--- src/pafs_regs.vh ---
`ifndef PAFS_REGS_VH
`define PAFS_REGS_VH

// Register byte offsets on the AXI4-Lite bus.
`define PAFS_OFF_DIRECTION 12'h000
`define PAFS_OFF_SELECT_1 12'h004
`define PAFS_OFF_SELECT_2 12'h008
`define PAFS_OFF_PIN_LEVEL 12'h00C

// Reset values.
`define PAFS_RST_DIRECTION 16'h0000
`define PAFS_RST_SELECT_1 16'h0000
`define PAFS_RST_SELECT_2 16'h0000

// Writable bits of each register; every other bit is reserved and reads as zero.
`define PAFS_MASK_DIRECTION 16'h03FF
`define PAFS_MASK_SELECT_1 16'h000F
`define PAFS_MASK_SELECT_2 16'hFD55

// Field positions of the two-bit selects.
`define PAFS_POS_PIN25 2
`define PAFS_POS_PIN24 0
`define PAFS_POS_PIN23 14
`define PAFS_POS_PIN22 12
`define PAFS_POS_PIN21 10

// Function codes of a pin select field.
`define PAFS_MODE_PORT 2'h0
`define PAFS_MODE_ADDR 2'h1
`define PAFS_MODE_SERIAL 2'h2
`define PAFS_MODE_FORBIDDEN 2'h3

// AXI response codes.
`define PAFS_RESP_OKAY 2'h0
`define PAFS_RESP_SLVERR 2'h2

`endif

--- src/pafs_pin_function_select.v ---
// What this block does
// - Sixteen-bit direction register, bits 9..0 map onto pins 25 down to 16.
// - Direction bit one drives the pin as output, zero leaves it input.
// - Direction bit matters only while the pin is plain port I/O.
// - Direction bits 15..10 read zero; software writes zero there.
// - Direction register resets to zero, every pin an input.
// - Two sixteen-bit read/write select registers choose each pin's function.
// - First select register bits 15..4 read zero; software writes zero.
// - Pin 25 field bits 3:2: port, address 25, or frame sync; 11 forbidden.
// - Pin 24 field bits 1:0: port, address 24, or transmit data; 11 forbidden.
// - Pin 23 field bits 15:14: port, address 23, or receive data; 11 forbidden.
// - Pin 22 field bits 13:12: port, address 22, or master clock; 11 forbidden.
// - Pin 21 field bits 11:10: port, address 21, or bit clock; 11 forbidden.
// - Pins 20..16 use bits 8,6,4,2,0: zero port, one address output.
// - Second select register bits 9,7,5,3,1 read zero; software writes zero.
`timescale 1ns/100ps
`include "pafs_regs.vh"

module pafs_pin_function_select #(
    parameter PIN_COUNT = 10
) (
    input wire aclk, // System clock, 25 MHz.
    input wire aresetn, // Synchronous reset, active low.
    input wire [11:0] s_axi_awaddr, // Write address.
    input wire s_axi_awvalid, // Write address valid.
    output wire s_axi_awready, // Write address ready.
    input wire [31:0] s_axi_wdata, // Write data.
    input wire [3:0] s_axi_wstrb, // Write byte strobes.
    input wire s_axi_wvalid, // Write data valid.
    output wire s_axi_wready, // Write data ready.
    output wire [1:0] s_axi_bresp, // Write response.
    output wire s_axi_bvalid, // Write response valid.
    input wire s_axi_bready, // Write response ready.
    input wire [11:0] s_axi_araddr, // Read address.
    input wire s_axi_arvalid, // Read address valid.
    output wire s_axi_arready, // Read address ready.
    output wire [31:0] s_axi_rdata, // Read data.
    output wire [1:0] s_axi_rresp, // Read response.
    output wire s_axi_rvalid, // Read data valid.
    input wire s_axi_rready, // Read data ready.
    input wire [PIN_COUNT-1:0] pad_in, // Pad levels, pin 16 at bit 0.
    output wire [PIN_COUNT-1:0] pad_out, // Pad drive values.
    output wire [PIN_COUNT-1:0] pad_oe, // Pad output enables, high drives.
    input wire [PIN_COUNT-1:0] port_out_data, // Port data to drive.
    output wire [PIN_COUNT-1:0] port_in_data, // Synchronised pad levels to the port.
    input wire [PIN_COUNT-1:0] bus_addr_hi, // Bus controller address bits 25..16.
    input wire serial_frame_sync_out, // Frame sync from the serial interface.
    input wire serial_frame_sync_oe, // Frame sync drive enable.
    output wire serial_frame_sync_in, // Frame sync level to the serial interface.
    input wire serial_transmit_data, // Transmit data from the serial interface.
    output wire serial_receive_data, // Receive data to the serial interface.
    output wire serial_master_clock, // Master clock to the serial interface.
    input wire serial_bit_clock_out, // Bit clock from the serial interface.
    input wire serial_bit_clock_oe, // Bit clock drive enable.
    output wire serial_bit_clock_in // Bit clock level to the serial interface.
);

    reg [15:0] direction_ff;
    reg [15:0] select_1_ff;
    reg [15:0] select_2_ff;
    reg [PIN_COUNT-1:0] sync1_ff;
    reg [PIN_COUNT-1:0] sync2_ff;
    reg [PIN_COUNT-1:0] pad_out_ff;
    reg [PIN_COUNT-1:0] pad_oe_ff;
    reg [PIN_COUNT-1:0] port_in_ff;
    reg fs_in_ff;
    reg rxd_ff;
    reg mclk_ff;
    reg sck_in_ff;

    reg awready_ff;
    reg wready_ff;
    reg aw_held_ff;
    reg w_held_ff;
    reg [11:0] awaddr_ff;
    reg [31:0] wdata_ff;
    reg [3:0] wstrb_ff;
    reg bvalid_ff;
    reg [1:0] bresp_ff;
    reg arready_ff;
    reg rvalid_ff;
    reg [31:0] rdata_ff;
    reg [1:0] rresp_ff;

    reg [15:0] nxt_direction;
    reg [15:0] nxt_select_1;
    reg [15:0] nxt_select_2;
    reg [15:0] merged;
    reg [PIN_COUNT-1:0] nxt_pad_out;
    reg [PIN_COUNT-1:0] nxt_pad_oe;
    reg [31:0] nxt_rdata;
    reg [1:0] nxt_rresp;
    reg write_hit;
    integer i;

    // Two-bit function code of every pin, pin 16 in bits 1:0.
    wire [2*PIN_COUNT-1:0] mode_vec;
    assign mode_vec = {select_1_ff[3:0], select_2_ff[15:10],
                       1'b0, select_2_ff[8], 1'b0, select_2_ff[6],
                       1'b0, select_2_ff[4], 1'b0, select_2_ff[2],
                       1'b0, select_2_ff[0]};

    // Handshakes completing at this edge; a write commits once both halves are held.
    wire aw_take = s_axi_awvalid & awready_ff;
    wire w_take = s_axi_wvalid & wready_ff;
    wire ar_take = s_axi_arvalid & arready_ff;
    wire do_write = aw_held_ff & w_held_ff & ~bvalid_ff;

    // Apply byte strobes to a register's current value.
    function [15:0] strobe_merge;
        input [15:0] old_val;
        input [31:0] data;
        input [3:0] strb;
        begin
            strobe_merge[7:0] = strb[0] ? data[7:0] : old_val[7:0];
            strobe_merge[15:8] = strb[1] ? data[15:8] : old_val[15:8];
        end
    endfunction

    // A two-bit field written with the forbidden code keeps its old value.
    function [1:0] field_guard;
        input [1:0] old_val;
        input [1:0] new_val;
        begin
            field_guard = (new_val == `PAFS_MODE_FORBIDDEN) ? old_val : new_val;
        end
    endfunction

    // Register write path.
    always @* begin
        nxt_direction = direction_ff;
        nxt_select_1 = select_1_ff;
        nxt_select_2 = select_2_ff;
        merged = 16'h0000;
        write_hit = 1'b1;
        case (awaddr_ff & 12'hFFC)
            `PAFS_OFF_DIRECTION: begin
                merged = strobe_merge(direction_ff, wdata_ff, wstrb_ff);
                nxt_direction = merged & `PAFS_MASK_DIRECTION;
            end
            `PAFS_OFF_SELECT_1: begin
                merged = strobe_merge(select_1_ff, wdata_ff, wstrb_ff) & `PAFS_MASK_SELECT_1;
                nxt_select_1 = merged;
                nxt_select_1[`PAFS_POS_PIN25+1:`PAFS_POS_PIN25] = field_guard(
                    select_1_ff[`PAFS_POS_PIN25+1:`PAFS_POS_PIN25],
                    merged[`PAFS_POS_PIN25+1:`PAFS_POS_PIN25]);
                nxt_select_1[`PAFS_POS_PIN24+1:`PAFS_POS_PIN24] = field_guard(
                    select_1_ff[`PAFS_POS_PIN24+1:`PAFS_POS_PIN24],
                    merged[`PAFS_POS_PIN24+1:`PAFS_POS_PIN24]);
            end
            `PAFS_OFF_SELECT_2: begin
                merged = strobe_merge(select_2_ff, wdata_ff, wstrb_ff) & `PAFS_MASK_SELECT_2;
                nxt_select_2 = merged;
                nxt_select_2[`PAFS_POS_PIN23+1:`PAFS_POS_PIN23] = field_guard(
                    select_2_ff[`PAFS_POS_PIN23+1:`PAFS_POS_PIN23],
                    merged[`PAFS_POS_PIN23+1:`PAFS_POS_PIN23]);
                nxt_select_2[`PAFS_POS_PIN22+1:`PAFS_POS_PIN22] = field_guard(
                    select_2_ff[`PAFS_POS_PIN22+1:`PAFS_POS_PIN22],
                    merged[`PAFS_POS_PIN22+1:`PAFS_POS_PIN22]);
                nxt_select_2[`PAFS_POS_PIN21+1:`PAFS_POS_PIN21] = field_guard(
                    select_2_ff[`PAFS_POS_PIN21+1:`PAFS_POS_PIN21],
                    merged[`PAFS_POS_PIN21+1:`PAFS_POS_PIN21]);
            end
            `PAFS_OFF_PIN_LEVEL: begin
                // The pin-level word is read-only, so a write leaves every register alone.
                write_hit = 1'b1;
            end
            default: begin
                write_hit = 1'b0;
            end
        endcase
    end

    // Register read path.
    always @* begin
        nxt_rdata = 32'h00000000;
        nxt_rresp = `PAFS_RESP_OKAY;
        case (s_axi_araddr & 12'hFFC)
            `PAFS_OFF_DIRECTION: begin
                nxt_rdata[15:0] = direction_ff;
            end
            `PAFS_OFF_SELECT_1: begin
                nxt_rdata[15:0] = select_1_ff;
            end
            `PAFS_OFF_SELECT_2: begin
                nxt_rdata[15:0] = select_2_ff;
            end
            `PAFS_OFF_PIN_LEVEL: begin
                nxt_rdata[PIN_COUNT-1:0] = sync2_ff;
            end
            default: begin
                nxt_rresp = `PAFS_RESP_SLVERR;
            end
        endcase
    end

    // Pad multiplexer: port I/O, bus address output, or serial function.
    always @* begin
        for (i = 0; i < PIN_COUNT; i = i + 1) begin
            nxt_pad_out[i] = port_out_data[i];
            nxt_pad_oe[i] = direction_ff[i];
            if (mode_vec[2*i +: 2] == `PAFS_MODE_ADDR) begin
                nxt_pad_out[i] = bus_addr_hi[i];
                nxt_pad_oe[i] = 1'b1;
            end
        end
        if (mode_vec[19:18] == `PAFS_MODE_SERIAL) begin
            nxt_pad_out[9] = serial_frame_sync_out;
            nxt_pad_oe[9] = serial_frame_sync_oe;
        end
        if (mode_vec[17:16] == `PAFS_MODE_SERIAL) begin
            nxt_pad_out[8] = serial_transmit_data;
            nxt_pad_oe[8] = 1'b1;
        end
        // Receive-only serial pins are released so that the far end can drive them.
        if (mode_vec[15:14] == `PAFS_MODE_SERIAL) begin
            nxt_pad_out[7] = 1'b0;
            nxt_pad_oe[7] = 1'b0;
        end
        if (mode_vec[13:12] == `PAFS_MODE_SERIAL) begin
            nxt_pad_out[6] = 1'b0;
            nxt_pad_oe[6] = 1'b0;
        end
        if (mode_vec[11:10] == `PAFS_MODE_SERIAL) begin
            nxt_pad_out[5] = serial_bit_clock_out;
            nxt_pad_oe[5] = serial_bit_clock_oe;
        end
    end

    // Registers, pads and the pad input synchroniser.
    always @(posedge aclk) begin
        if (!aresetn) begin
            direction_ff <= `PAFS_RST_DIRECTION;
            select_1_ff <= `PAFS_RST_SELECT_1;
            select_2_ff <= `PAFS_RST_SELECT_2;
            sync1_ff <= {PIN_COUNT{1'b0}};
            sync2_ff <= {PIN_COUNT{1'b0}};
            pad_out_ff <= {PIN_COUNT{1'b0}};
            pad_oe_ff <= {PIN_COUNT{1'b0}};
            port_in_ff <= {PIN_COUNT{1'b0}};
            fs_in_ff <= 1'b0;
            rxd_ff <= 1'b0;
            mclk_ff <= 1'b0;
            sck_in_ff <= 1'b0;
        end else begin
            if (do_write) begin
                direction_ff <= nxt_direction;
                select_1_ff <= nxt_select_1;
                select_2_ff <= nxt_select_2;
            end
            // Only the second stage feeds logic, so a metastable first stage never spreads.
            sync1_ff <= pad_in;
            sync2_ff <= sync1_ff;
            pad_out_ff <= nxt_pad_out;
            pad_oe_ff <= nxt_pad_oe;
            port_in_ff <= sync2_ff;
            // A serial input reads zero unless its pin is in serial mode.
            fs_in_ff <= (mode_vec[19:18] == `PAFS_MODE_SERIAL) & sync2_ff[9];
            rxd_ff <= (mode_vec[15:14] == `PAFS_MODE_SERIAL) & sync2_ff[7];
            mclk_ff <= (mode_vec[13:12] == `PAFS_MODE_SERIAL) & sync2_ff[6];
            sck_in_ff <= (mode_vec[11:10] == `PAFS_MODE_SERIAL) & sync2_ff[5];
        end
    end

    // AXI4-Lite write channel: address and data taken in either order.
    always @(posedge aclk) begin
        if (!aresetn) begin
            awready_ff <= 1'b0;
            wready_ff <= 1'b0;
            aw_held_ff <= 1'b0;
            w_held_ff <= 1'b0;
            awaddr_ff <= 12'h000;
            wdata_ff <= 32'h00000000;
            wstrb_ff <= 4'h0;
            bvalid_ff <= 1'b0;
            bresp_ff <= `PAFS_RESP_OKAY;
        end else begin
            if (aw_take) begin
                awaddr_ff <= s_axi_awaddr;
                aw_held_ff <= 1'b1;
                awready_ff <= 1'b0;
            end else if (!aw_held_ff && !bvalid_ff) begin
                awready_ff <= 1'b1;
            end
            if (w_take) begin
                wdata_ff <= s_axi_wdata;
                wstrb_ff <= s_axi_wstrb;
                w_held_ff <= 1'b1;
                wready_ff <= 1'b0;
            end else if (!w_held_ff && !bvalid_ff) begin
                wready_ff <= 1'b1;
            end
            if (do_write) begin
                bvalid_ff <= 1'b1;
                bresp_ff <= write_hit ? `PAFS_RESP_OKAY : `PAFS_RESP_SLVERR;
                aw_held_ff <= 1'b0;
                w_held_ff <= 1'b0;
            end else if (bvalid_ff && s_axi_bready) begin
                bvalid_ff <= 1'b0;
            end
        end
    end

    // AXI4-Lite read channel: one read at a time, answered the cycle after.
    always @(posedge aclk) begin
        if (!aresetn) begin
            arready_ff <= 1'b0;
            rvalid_ff <= 1'b0;
            rdata_ff <= 32'h00000000;
            rresp_ff <= `PAFS_RESP_OKAY;
        end else begin
            if (ar_take) begin
                arready_ff <= 1'b0;
                rvalid_ff <= 1'b1;
                rdata_ff <= nxt_rdata;
                rresp_ff <= nxt_rresp;
            end else if (rvalid_ff && s_axi_rready) begin
                rvalid_ff <= 1'b0;
                arready_ff <= 1'b1;
            end else if (!rvalid_ff) begin
                arready_ff <= 1'b1;
            end
        end
    end

    assign s_axi_awready = awready_ff;
    assign s_axi_wready = wready_ff;
    assign s_axi_bvalid = bvalid_ff;
    assign s_axi_bresp = bresp_ff;
    assign s_axi_arready = arready_ff;
    assign s_axi_rvalid = rvalid_ff;
    assign s_axi_rdata = rdata_ff;
    assign s_axi_rresp = rresp_ff;
    assign pad_out = pad_out_ff;
    assign pad_oe = pad_oe_ff;
    assign port_in_data = port_in_ff;
    assign serial_frame_sync_in = fs_in_ff;
    assign serial_receive_data = rxd_ff;
    assign serial_master_clock = mclk_ff;
    assign serial_bit_clock_in = sck_in_ff;

endmodule // pafs_pin_function_select

--- config.mk ---
export PLATFORM = sky130hd
export DESIGN_NAME = pafs_pin_function_select
export DESIGN_NICKNAME = d
export VERILOG_FILES = /design/src/pafs_pin_function_select.v
export VERILOG_INCLUDE_DIRS = /design/src
export SDC_FILE = /design/constraint.sdc
export NUM_CORES = 1
export LEC_CHECK = 0
export ABC_AREA = 1
export BUFFER_PORTS_ARGS = -buffer_cell sky130_fd_sc_hd__buf_2
export CORE_UTILIZATION = 50
export CTS_CLUSTER_SIZE = 8
export DETAILED_ROUTE_END_ITERATION = 8
export HOLD_SLACK_MARGIN = 0.02
export PLACE_DENSITY = 0.8
export SYNTH_ARGS = -nofsm -noshare
export SYNTH_HDL_FRONTEND = slang
export SYNTH_SLANG_ARGS = --single-unit
--- constraint.sdc ---
create_clock -name aclk -period 2 [get_ports aclk]
set_clock_uncertainty 0.15 [all_clocks]
set_input_delay 0.2 -clock aclk [delete_from_list [all_inputs] [get_ports aclk]]
set_output_delay 0.2 -clock aclk [all_outputs]
set_load 0.005 [all_outputs]
==> flow_metrics.py <==
metrics = {
    "synth": {
        "synth.distinct_cells": 36,
        "synth_top_area_share_pct": 52.15,
        "avgSynthCellArea_um2": 7.844,
        "ys_seq_area_share_pct": 52.15,
        "yosysWarnings": 0,
        "synth_area_leaders": "dfxtp_1 52%, nand2_1 7.7%, nor2_1 7.2%",
        "synthCells": 646,
        "yosys.area.top_type": "dfxtp_1",
        "synth_area_um2": 5067,
        "ys_ff_latch": 132,
    },
    "die": {
        "core-area_um2": 9819,
        "start_util_pct": 51.61,
        "rows": 36,
        "die_y_um": 102.7,
        "ios": 177,
        "die_w_um": 102.7,
        "die-area_um2": 10540,
    },
    "routing": {
        "vias": 4923,
        "drtPass1Iterations": 5,
        "antenna_left": 0,
        "drt-initial-drc-count": 242,
        "drt-wirelength-per-cell_um": 13.34,
        "viasPerCell": 4.933,
        "drcViolationCount": 0,
        "wl_mm": 13.31,
    },
    "global_route": {
        "gr-total-overflow": 0,
        "grt_pass1_vias": 4648,
        "grt_max_degree": 95,
        "track_usage_pct": 26.00,
        "antenna_found_initial": 0,
        "grt_pass1_wl_mm": 20.83,
    },
    "layout": {
        "fillCellCount": 752,
        "drive_gt1_share_pct": 22.45,
        "area_delta_synth_final_pct": 39.70,
        "fin_nets": 953,
        "final_cells": 998,
    },
    "critical_path": {
        "start_kind": "register",
        "critPathKind": "reg -> reg",
        "cp-end-kind": "register",
        "cp.required_ns": 2.29,
        "r2r_cells": 7,
        "path_max_fanout": 7,
        "cp.arrival_ns": 2.12,
    },
    "clocking": {
        "cts_tree": "built",
        "htree_levels": 4,
        "cts_buffers": 17,
        "cts_setup_buffers": 0,
        "clock-sinks": 132,
        "root_buffer": "clkbuf_8",
        "clk_pin_slew_worst_paths_ns": 0.06,
        "clk_latency_ns": 0.52,
        "max-clock-path-buffers": 2,
    },
    "sta": {
        "rsz0062_at_grt": "false",
        "relSlewSlack_pct": 42.33,
        "layout_setup_ws_ns": 0.1705,
        "tns_ns": 0,
        "period_share_pct": 91.48,
        "hold_viol": 0,
        "post-route-min-period_ns": 1.830,
        "slew_violations": 0,
        "max_freq_mhz": 546.6,
        "setup_viol": 0,
        "tightest_slew_ns": 0.8619,
        "fin_hold_ws_ns": 0.04998,
    },
    "power": {
        "p_leak_nw": 3.403,
        "ir_worst_vdd_v": 0.0004875,
        "pwr_density_cell_nw_per_um2": 901.1,
        "p_total_w": 0.006379,
    },
    "place": {
        "hpwlAfterDp_mm": 8.727,
        "io_buffers": 136,
        "place_inst": 899,
        "gp_congestion": 0.8549,
        "place_worst_setup_slack_ns": 0.2702,
    },
    "run": {
        "cap_viol_max_count": 0,
    },
    "hold_path": {
        "hp-class": "in -> reg",
        "hold-path-cell-count": 4,
    },
    "status": {
        "outcome": "completed",
    },
}
[flip-flops by register name, summed over array words and instances (netlist names), 2 cells and up]
signal,count
select_1_ff,4
select_2_ff,11
pad_oe,10
pad_out,10
direction_ff,10
sync1_ff,10
s_axi_rdata,16
wstrb_ff,2
wdata_ff,16
sync2_ff,10
port_in_data,10
awaddr_ff,10
[layout by cell type (no fill, tap or decap), types with 6 or more instances in the layout]
cell / count
nor2_1: 97
dlygate4sd3_1: 66
dfxtp_1: 132
nand3_1: 32
conb_1: 18
clkbuf_16: 16
inv_1: 73
o21ai_0: 64
a211oi_1: 6
a21oi_1: 42
buf_2: 136
o21ai_1: 6
nand2_1: 104
[final timing paths]
| check | startpoint | endpoint | slack (ns) |
|---|---|---|---|
| min reg2reg | sync1_ff[7] | sync2_ff[7] | 0.26 |
| max reg2reg | s_axi_arready | s_axi_rdata[3] | 0.17 |
| max | s_axi_arready | s_axi_rdata[3] | 0.17 |
| min | s_axi_wvalid | wdata_ff[1] | 0.05 |
[synthesized netlist by cell type]
cell      count
o21ai_1       6
nand3_2       1
nor2_1       97
nand2_4       1
inv_4         1
buf_4        19
nand2_2       3
o21a_1        1
nor3b_1       1
clkinv_1      4
nor3_4        2
buf_2         6
nor4_1        2
conb_1        1
nand3b_1      4
inv_2         1
o21ai_0      64
o31ai_1       1
nand3_1      32
a21oi_4       1
a31oi_1       3
nor2_4        4
nand3_4       1
nand4_1       3
nor3_1        5
nor2_2        4
nor3_2        1
a22o_1        3
dfxtp_1     132
a21oi_1      42
o211ai_1      2
a211oi_1      6
clkbuf_1     14
nand2_1     104
inv_1        73
nor4_4        1
[per-layer routing]
metal  vias to the layer above  routed length, µm  track usage (%)
li1                       2453                  -                -
met1                      2224               5551            29.76
met2                       198               6472            44.97
met3                        48                797            6.305
met4                         0                490            13.52
met5                         -                  0                0
[stage by stage]
| step | cell area, µm² | util [%] |
|---|---|---|
| 5_1_grt | 7077 | 72.07 |
| 3_3_place_gp | 5811 | 59.17 |
| 4_1_cts | 7072 | 72.02 |
| 2_1_floorplan | 5131 | - |
| 6_report | 7079 | 72.09 |
| 3_5_place_dp | 5811 | 59.17 |
[power by group]
| part | switching, W | internal [W] | total (W) |
|---|---|---|---|
| Sequential | 0.0000459 | 0.00272 | 0.00277 |
| Combinational | 0.000283 | 0.000241 | 0.000524 |
| Clock | 0.00112 | 0.00196 | 0.00309 |
[final cells by class]
cell class | instances | area [µm²] | share of cell area, %
Tap cell | 133 | 166.4 | 2.351
Antenna cell | 1 | 2.502 | 0.03535
Clock buffer | 20 | 445.4 | 6.292
Multi-Input combinational cell | 413 | 1969 | 27.82
Sequential cell | 132 | 2643 | 37.33
Inverter | 79 | 299.0 | 4.224
Clock inverter | 12 | 155.1 | 2.192
Timing Repair Buffer | 208 | 1399 | 19.76
[cell families after synthesis]
| family | Yosys count | synth area share [%] |
|---|---|---|
| other cells | 1 | 0.07400 |
| simple gates | 266 | 23.68 |
| buf+inv | 118 | 10.35 |
| flops | 132 | 52.15 |
| compound gates | 129 | 13.75 |
[what timing repair did]
action,in CTS,in global routing
hold buffers,66,0
hold endpoints to repair,58,0
resized for setup,0,1
setup endpoints to repair,0,1
[critical path, stage by stage, from the launching register on]
cell and delay [ns]:
dfxtp_1 0.34, nand2_1 0.17, inv_1 0.17, nand2_1 0.08, dlygate4sd3_1 0.55, inv_1 0.09
nand2_1 0.06, a21oi_1 0.13
Power figures use the tool's default switching activity.
